### src/hw/psda_map.vh
// Register offsets, field positions, reset values and timing counts for program space data access
//
// Behaviour
// - Table address is table page above EA.
// - Table page bit 7 picks configuration space.
// - Visibility address is page above EA 14:0.
// - Redirect only when EA bit 15 and enable.
// - Address bit 15 from page bit 0, bit 23 zero.
// - Addresses step by two per program word.
// - Word low read returns program bits 15:0.
// - Byte low read picks byte by select.
// - Word high read zeroes the phantom byte.
// - Byte high read, select one gives zero.
// - Only high operations reach upper program byte.
// - Visibility window is read-only, low word only.
// - Upper data half maps to 256 pages.
// - Visibility read needs two fetches, zero to two extra cycles.
// - Outside repeat: moves add one, others two.
// - Repeat first, last, interrupt edges add two.
// - Visibility suspended during table operations.
`ifndef PSDA_MAP_VH
`define PSDA_MAP_VH

`define PSDA_OFS_TBL_PAGE  12'h000
`define PSDA_OFS_VIS_PAGE  12'h004
`define PSDA_OFS_CORECTL   12'h008
`define PSDA_OFS_STATUS    12'h00c

`define PSDA_RST_PAGE      8'h00
`define PSDA_RST_CORECTL   16'h0000
`define PSDA_BIT_VIS_EN    2
`define PSDA_BIT_CFG_SPACE 7
`define PSDA_BIT_EA_TOP    15

`define PSDA_EXTRA_MOVE    2'h1
`define PSDA_EXTRA_OTHER   2'h2
`define PSDA_EXTRA_REP_MID 2'h0

`endif

### src/hw/psda_bridge.v
// Program space data access bridge: table and visibility address generation, data steering
`timescale 1ns/1ns
`include "psda_map.vh"

module psda_bridge (
  input  wire        SYS_CLK_I,
  input  wire        RESET_I,
  // APB slave
  input  wire        PSEL_I,
  input  wire        PENABLE_I,
  input  wire        PWRITE_I,
  input  wire [11:0] PADDR_I,
  input  wire [31:0] PWDATA_I,
  output reg  [31:0] PRDATA_O,
  output wire        PREADY_O,
  output wire        PSLVERR_O,
  // CPU request side
  input  wire        REQ_VALID_I,
  input  wire [1:0]  REQ_KIND_I,
  input  wire        REQ_HIGH_I,
  input  wire        REQ_BYTE_I,
  input  wire [15:0] REQ_EA_I,
  input  wire [15:0] REQ_WDATA_I,
  input  wire [22:0] PC_I,
  input  wire        INSN_IS_MOVE_I,
  input  wire        IN_REPEAT_I,
  input  wire        REPEAT_EDGE_I,
  output wire        REQ_READY_O,
  output reg         RSP_VALID_O,
  output reg  [15:0] RSP_DATA_O,
  output reg  [1:0]  EXTRA_CYCLES_O,
  output wire [23:0] FETCH_ADDR_O,
  // Program memory side
  output reg         PM_REQ_O,
  output reg         PM_WRITE_O,
  output reg         PM_WR_HIGH_O,
  output reg  [23:0] PM_ADDR_O,
  output reg  [23:0] PM_WDATA_O,
  output reg         PM_CFG_SPACE_O,
  input  wire        PM_ACK_I,
  input  wire [23:0] PM_RDATA_I
);

  // --------------------------------------------------------------
  // Constants
  // --------------------------------------------------------------
  localparam [1:0] KIND_DATA  = 2'h0;
  localparam [1:0] KIND_TABLE = 2'h1;
  localparam [1:0] KIND_TBLWR = 2'h2;

  localparam [1:0] ST_IDLE    = 2'h0;
  localparam [1:0] ST_FETCH1  = 2'h1;
  localparam [1:0] ST_FETCH2  = 2'h2;
  localparam [1:0] ST_DONE    = 2'h3;

  // --------------------------------------------------------------
  // Registers
  // --------------------------------------------------------------
  reg [7:0]  table_page_select_q;
  reg [7:0]  visibility_page_select_q;
  reg [15:0] core_control_q;
  reg [1:0]  state_q;
  reg        is_table_q;
  reg        is_high_q;
  reg        is_byte_q;
  reg        byte_sel_q;
  reg        is_write_q;
  reg        is_vis_q;
  reg [15:0] vis_wdata_q;
  reg [31:0] table_count_q;
  reg [31:0] vis_count_q;

  wire       visibility_enable = core_control_q[`PSDA_BIT_VIS_EN];
  wire       apb_wr = PSEL_I & PENABLE_I & PWRITE_I;
  wire       table_busy = (state_q != ST_IDLE) & is_table_q;

  // --------------------------------------------------------------
  // Functions
  // --------------------------------------------------------------
  function [23:0] table_addr;
    input [7:0]  page;
    input [15:0] ea;
    begin
      table_addr = {page, ea};
    end
  endfunction

  function [23:0] vis_addr;
    input [7:0]  page;
    input [15:0] ea;
    begin
      vis_addr = {1'b0, page, ea[14:0]};
    end
  endfunction

  function [15:0] steer;
    input [23:0] p;
    input        high;
    input        bytem;
    input        bsel;
    begin
      if (!high && !bytem) begin
        steer = p[15:0];
      end else if (!high) begin
        steer = {8'h00, bsel ? p[15:8] : p[7:0]};
      end else if (!bytem) begin
        steer = {8'h00, p[23:16]};
      end else begin
        steer = bsel ? 16'h0000 : {8'h00, p[23:16]};
      end
    end
  endfunction

  function is_table_kind;
    input [1:0] kind;
    begin
      is_table_kind = (kind == KIND_TABLE) || (kind == KIND_TBLWR);
    end
  endfunction

  function redirect;
    input [15:0] ea;
    input        enable;
    begin
      redirect = ea[`PSDA_BIT_EA_TOP] & enable;
    end
  endfunction

  function [1:0] extra_cost;
    input move;
    input in_rep;
    input rep_edge;
    begin
      if (in_rep && !rep_edge) begin
        extra_cost = `PSDA_EXTRA_REP_MID;
      end else if (in_rep) begin
        extra_cost = `PSDA_EXTRA_OTHER;
      end else if (move) begin
        extra_cost = `PSDA_EXTRA_MOVE;
      end else begin
        extra_cost = `PSDA_EXTRA_OTHER;
      end
    end
  endfunction

  // --------------------------------------------------------------
  // Request decode
  // --------------------------------------------------------------
  wire        req_table   = is_table_kind(REQ_KIND_I);
  wire        req_write   = (REQ_KIND_I == KIND_TBLWR);
  wire        req_vis     = redirect(REQ_EA_I, visibility_enable);
  wire        req_byte_sel = REQ_EA_I[0];
  wire [15:0] req_ea_even = {REQ_EA_I[15:1], 1'b0};
  reg  [23:0] pm_addr_d;
  reg  [23:0] pm_wdata_d;
  reg         pm_cfg_d;
  reg  [1:0]  extra_d;
  reg  [15:0] rsp_data_d;

  // Address, space and cost of the request now offered
  always @* begin
    pm_addr_d  = 24'h000000;
    pm_wdata_d = 24'h000000;
    pm_cfg_d   = 1'b0;
    extra_d    = 2'h0;
    if (req_table) begin
      pm_addr_d = table_addr(table_page_select_q, req_ea_even);
      pm_cfg_d  = table_page_select_q[`PSDA_BIT_CFG_SPACE];
      if (REQ_HIGH_I) begin
        pm_wdata_d = {REQ_WDATA_I[7:0], 16'h0000};
      end else begin
        pm_wdata_d = {8'h00, REQ_WDATA_I};
      end
    end else if (req_vis) begin
      // Window reads never reach configuration space
      pm_addr_d = vis_addr(visibility_page_select_q, req_ea_even);
      extra_d   = extra_cost(INSN_IS_MOVE_I, IN_REPEAT_I, REPEAT_EDGE_I);
    end
  end

  // Data handed back once program memory answers
  always @* begin
    if (is_vis_q) begin
      rsp_data_d = PM_RDATA_I[15:0];
    end else if (is_write_q) begin
      rsp_data_d = 16'h0000;
    end else begin
      rsp_data_d = steer(PM_RDATA_I, is_high_q, is_byte_q, byte_sel_q);
    end
  end

  // --------------------------------------------------------------
  // APB slave
  // --------------------------------------------------------------
  assign PREADY_O  = 1'b1;
  assign PSLVERR_O = 1'b0;

  wire        sel_table_page = (PADDR_I == `PSDA_OFS_TBL_PAGE);
  wire        sel_vis_page   = (PADDR_I == `PSDA_OFS_VIS_PAGE);
  wire        sel_core_ctl   = (PADDR_I == `PSDA_OFS_CORECTL);
  wire        sel_status     = (PADDR_I == `PSDA_OFS_STATUS);
  wire [31:0] status_word    = {28'h0000000, is_vis_q, table_busy, state_q};
  reg  [7:0]  table_page_select_d;
  reg  [7:0]  visibility_page_select_d;
  reg  [15:0] core_control_d;

  // Writes to unmapped offsets are dropped without an error
  always @* begin
    table_page_select_d      = table_page_select_q;
    visibility_page_select_d = visibility_page_select_q;
    core_control_d           = core_control_q;
    if (apb_wr) begin
      if (sel_table_page) begin
        table_page_select_d = PWDATA_I[7:0];
      end else if (sel_vis_page) begin
        visibility_page_select_d = PWDATA_I[7:0];
      end else if (sel_core_ctl) begin
        core_control_d = PWDATA_I[15:0];
      end
    end
  end

  always @(posedge SYS_CLK_I) begin
    if (RESET_I) begin
      table_page_select_q      <= `PSDA_RST_PAGE;
      visibility_page_select_q <= `PSDA_RST_PAGE;
      core_control_q           <= `PSDA_RST_CORECTL;
    end else begin
      table_page_select_q      <= table_page_select_d;
      visibility_page_select_q <= visibility_page_select_d;
      core_control_q           <= core_control_d;
    end
  end

  always @* begin
    if (sel_table_page) begin
      PRDATA_O = {24'h000000, table_page_select_q};
    end else if (sel_vis_page) begin
      PRDATA_O = {24'h000000, visibility_page_select_q};
    end else if (sel_core_ctl) begin
      PRDATA_O = {16'h0000, core_control_q};
    end else if (sel_status) begin
      PRDATA_O = status_word;
    end else begin
      PRDATA_O = 32'h00000000;
    end
  end

  // --------------------------------------------------------------
  // Code fetch address
  // --------------------------------------------------------------
  assign FETCH_ADDR_O = {1'b0, PC_I[22:1], 1'b0};

  // --------------------------------------------------------------
  // Request engine
  // --------------------------------------------------------------
  assign REQ_READY_O = (state_q == ST_IDLE);

  always @(posedge SYS_CLK_I) begin
    if (RESET_I) begin
      state_q        <= ST_IDLE;
      is_table_q     <= 1'b0;
      is_high_q      <= 1'b0;
      is_byte_q      <= 1'b0;
      byte_sel_q     <= 1'b0;
      is_write_q     <= 1'b0;
      is_vis_q       <= 1'b0;
      vis_wdata_q    <= 16'h0000;
      PM_REQ_O       <= 1'b0;
      PM_WRITE_O     <= 1'b0;
      PM_WR_HIGH_O   <= 1'b0;
      PM_ADDR_O      <= 24'h000000;
      PM_WDATA_O     <= 24'h000000;
      PM_CFG_SPACE_O <= 1'b0;
      RSP_VALID_O    <= 1'b0;
      RSP_DATA_O     <= 16'h0000;
      EXTRA_CYCLES_O <= 2'h0;
    end else begin
      RSP_VALID_O <= 1'b0;
      case (state_q)
        ST_IDLE: begin
          if (REQ_VALID_I) begin
            is_high_q  <= REQ_HIGH_I;
            is_byte_q  <= REQ_BYTE_I;
            byte_sel_q <= req_byte_sel;
            if (req_table) begin
              is_table_q     <= 1'b1;
              is_vis_q       <= 1'b0;
              is_write_q     <= req_write;
              PM_REQ_O       <= 1'b1;
              PM_WRITE_O     <= req_write;
              PM_WR_HIGH_O   <= REQ_HIGH_I;
              PM_ADDR_O      <= pm_addr_d;
              PM_CFG_SPACE_O <= pm_cfg_d;
              PM_WDATA_O     <= pm_wdata_d;
              EXTRA_CYCLES_O <= extra_d;
              state_q        <= ST_FETCH2;
            end else if (req_vis) begin
              is_table_q     <= 1'b0;
              is_vis_q       <= 1'b1;
              is_write_q     <= 1'b0;
              vis_wdata_q    <= REQ_WDATA_I;
              PM_REQ_O       <= 1'b1;
              PM_WRITE_O     <= 1'b0;
              PM_WR_HIGH_O   <= 1'b0;
              PM_CFG_SPACE_O <= 1'b0;
              PM_ADDR_O      <= pm_addr_d;
              EXTRA_CYCLES_O <= extra_d;
              state_q        <= ST_FETCH1;
            end else begin
              is_vis_q       <= 1'b0;
              is_table_q     <= 1'b0;
              EXTRA_CYCLES_O <= 2'h0;
              RSP_DATA_O     <= 16'h0000;
              RSP_VALID_O    <= 1'b1;
            end
          end
        end
        ST_FETCH1: begin
          // First of two program memory fetches for a visibility read
          if (PM_ACK_I) begin
            state_q <= ST_FETCH2;
          end
        end
        ST_FETCH2: begin
          if (PM_ACK_I) begin
            PM_REQ_O   <= 1'b0;
            PM_WRITE_O <= 1'b0;
            // Response data is registered here, the valid pulse follows one edge later
            RSP_DATA_O <= rsp_data_d;
            state_q    <= ST_DONE;
          end
        end
        ST_DONE: begin
          RSP_VALID_O <= 1'b1;
          is_table_q  <= 1'b0;
          state_q     <= ST_IDLE;
        end
        default: begin
          state_q <= ST_IDLE;
        end
      endcase
    end
  end

endmodule

### config.mk
export PLATFORM = sky130hd
export DESIGN_NAME = psda_bridge
export DESIGN_NICKNAME = d
export VERILOG_FILES = /design/src/hw/psda_bridge.v
export VERILOG_INCLUDE_DIRS = /design/src /design/src/hw
export SDC_FILE = /design/constraint.sdc
export NUM_CORES = 1
export LEC_CHECK = 0
export ABC_CLOCK_PERIOD_IN_PS = 3800
export BUFFER_PORTS_ARGS = -buffer_cell sky130_fd_sc_hd__buf_2
export CORE_MARGIN = 2
export CORE_UTILIZATION = 30
export CTS_BUF_LIST = sky130_fd_sc_hd__clkbuf_16
export DETAILED_ROUTE_END_ITERATION = 12
export PLACE_DENSITY = 0.6
export SYNTH_ARGS = -nofsm -noshare
export SYNTH_HDL_FRONTEND = slang
export SYNTH_SLANG_ARGS = --single-unit
### constraint.sdc
create_clock -name SYS_CLK_I -period 3.8 [get_ports SYS_CLK_I]
set_input_delay 0.38 -clock SYS_CLK_I [delete_from_list [all_inputs] [get_ports SYS_CLK_I]]
set_output_delay 0.38 -clock SYS_CLK_I [all_outputs]
set_load 0.01 [all_outputs]
==> flow_summary.json <==
{
  "cp_slowest_cell": "o41ai_1",
  "grt.overflow.total": 0,
  "critical_path.top_delay_family": "simple AND/OR/NAND/NOR gates",
  "core_area_sq_um": 17400,
  "cts_root_buffer": "clkbuf_16",
  "whs_ns": 0.265,
  "grt_pass1_wl_um": 21500,
  "synth_seq_area_share_pct": 40.9,
  "clockBufferDepth": 2,
  "ys_async_sr_fraction_pct": 0,
  "post_cts_buffers": 0,
  "syn-instance-count": 618,
  "avgSynthCellArea_sq_um": 8.62,
  "ys_ff_latch": 109,
  "crit_arrival_ns": 2.43,
  "final.min_clock_period_ns": 2.81,
  "setup_violations": 0,
  "antenna_found_initial": 1,
  "grt_max_degree": 75,
  "hp-class": "in2reg",
  "final_hold_viol_count": 0,
  "initial_core_util_pct": 30.7,
  "wl_per_cell_um": 14.7,
  "cts_inserted_buffers": 9,
  "fin_cells": 982,
  "end_kind": "primary output",
  "track_usage_pct": 14.6,
  "timing.final.max_slew_violations": 0,
  "crit_type": "in2out",
  "vias": 4636,
  "synth_top_area_share_pct": 40.9,
  "synth_cell_types": 41,
  "die_area_sq_um": 18800,
  "place_hpwl_um": 10400,
  "ios": 267,
  "yosys.area.top_type": "dfxtp_1",
  "crit_chain": "buf_2 > or4_4 > or3_1 > o41ai_1 > buf_2",
  "htree_num_levels": 3,
  "cts.repair.resized": 0,
  "vdd_drop_max_uv": 227,
  "clkLatencyLatePin_ns": 0.35,
  "drtAntennaViolNets": 0,
  "drive_gt1_share_pct": 28.3,
  "rsz0062_at_grt": "false",
  "crit_required_ns": 3.42,
  "ff2ff_setup_slack_ns": 1.33,
  "clk_pin_slew_worst_paths_ns": 0.07,
  "clock_skew_ns": 0.00943,
  "final.period_utilization_pct": 73.8,
  "cts_sinks": 109,
  "synth_edf_count": 0,
  "firstDrtPassIters": 4,
  "worst_pin_slew_ns": 0.950,
  "max_cap_violations": 0,
  "dr.first_iter.drc_count": 187,
  "slowest_delay_ns": 0.59,
  "die_x_um": 137,
  "wl_um": 14400,
  "num_rows": 48,
  "fmax_mhz": 356,
  "status": "finished, final reports clean",
  "drt_drc_violations_left": 0,
  "maxSlewHeadroom_pct": 36.7,
  "ys_top_cells_by_area": "dfxtp_1 41%, mux2i_1 8.3%, a21oi_1 6.6%, buf_4 6.3%, nand2b_1 6.0%",
  "synthFlopType": "dfxtp_1",
  "worstSetupStartpointType": "primary input",
  "dpl-instance-area_sq_um": 6130,
  "setup_tns_ns": 0,
  "die_h_um": 137,
  "synth.cell_area_sq_um": 5330,
  "fill_cells": 1835,
  "ys_top_cells_by_count": "109 x dfxtp_1, 81 x nand2_1, 70 x a21oi_1",
  "critPathMaxFanout": 9,
  "cellPowerDensity_nw_per_um2": 467,
  "design_area_sq_um": 6400,
  "cts_tree": "built",
  "yosys_warnings": 0,
  "gp_congestion": 0.784,
  "nets": 893,
  "syn2layout_area_growth_pct": 20.1,
  "crit_buf_inv": 2,
  "viasPerCell": 4.72,
  "io_buffers": 184,
  "p_leak_nw": 2.90,
  "yosysMostFrequentCell": "dfxtp_1",
  "cts.hold.buffers_added": 0,
  "crit_top_cell": "buf_2",
  "grt_pass1_vias": 4218,
  "dpl.cell_count": 965
}
## state kept, by name, indices dropped and copies added (netlist names), 2 cells and up
| signal | count |
|---|---|
| visibility_page_select_q | 8 |
| PM_WDATA_O | 24 |
| PM_ADDR_O | 23 |
| table_page_select_q | 8 |
| RSP_DATA_O | 16 |
| core_control_q | 16 |
| state_q | 2 |
| EXTRA_CYCLES_O | 2 |
## metrics by stage
stage	util, %	total power [mW]	setup WS (ns)
2_1_floorplan	-	1.90	1.42
3_5_place_dp	35.3	2.14	1.02
3_3_place_gp	35.3	2.13	0.979
5_1_grt	36.9	3.17	0.950
4_1_cts	36.9	3.04	1.01
6_report	36.9	2.99	0.995
## report_power, final
| part | internal [mW] | leakage, nW | switching [mW] | total (mW) |
|---|---|---|---|---|
| Sequential | 1.24 | 0.883 | 0.0681 | 1.30 |
| Clock | 0.441 | 0.128 | 0.439 | 0.880 |
| Combinational | 0.301 | 1.89 | 0.503 | 0.804 |
## cell type report
type | instances | area, sq um | area share (%)
diodes | 1 | 2.50 | 0.0391
clock buffers | 9 | 225 | 3.52
clock inverters | 7 | 43.8 | 0.684
inverters | 7 | 26.3 | 0.411
multi-input cells | 434 | 2670 | 41.7
flip-flops and latches | 109 | 2180 | 34.1
well taps | 225 | 282 | 4.40
repair buffers | 190 | 968 | 15.1
## tightest hold or removal path: cells and delay by family
family,cells,cell delay (ns)
buffers and inverters,1,0.10
and+or+nand+nor,1,0.04
AOI/OAI and AO/OA,1,0.05
## placed cells by master, fill, tap and decap left out, types with 2 or more instances in the layout
master      count
clkbuf_16       9
a211oi_1        8
a21o_1          2
buf_4           7
nand3_1         9
or3_1           3
dfxtp_1       109
a31oi_1         8
o21ai_0        13
o2bb2ai_1       8
and4b_1         8
clkinv_1        2
nor2_1         32
nor3_1          2
a22o_1          8
or4_4           2
a22oi_1         2
o41ai_1         6
nand2b_1       51
conb_1         21
a21oi_1        70
and3_1          2
mux2i_1        44
and2_1         11
buf_2         183
nor2b_1         2
nand2_1        81
clkinv_4        2
ha_1            5
nand4b_1        8
nand3b_1       17
clkinvlp_4      2
inv_1           8
## logic make-up (layout without fill, tap and decap cells)
group	count (synthesis)	in the layout	synth area share (%)
muxes	44	44	8.26
adders and majority gates	5	5	1.17
buffers and inverters	94	213	10.4
AOI/OAI and AO/OA	128	128	14.6
DFF	109	109	40.9
other	2	22	0.141
and+or+nand+nor	236	236	24.6
## layer usage
layer	track usage, %	vias to the layer above	wire length (um)
li1	-	2326	-
met1	17.9	2142	6390
met2	24.6	152	6890
met3	4.01	16	901
met4	4.70	0	241
met5	0	-	0
## worst paths after layout
kind	to	startpoint	cells past startpoint
max	PRDATA_O[2]	PADDR_I[1]	5
min	PM_ADDR_O[11]	REQ_EA_I[11]	3
max reg2reg	PM_ADDR_O[22]	state_q[0]	7
min reg2reg	PM_WDATA_O[13]	PM_WDATA_O[13]	2
Power figures use the tool's default switching activity.
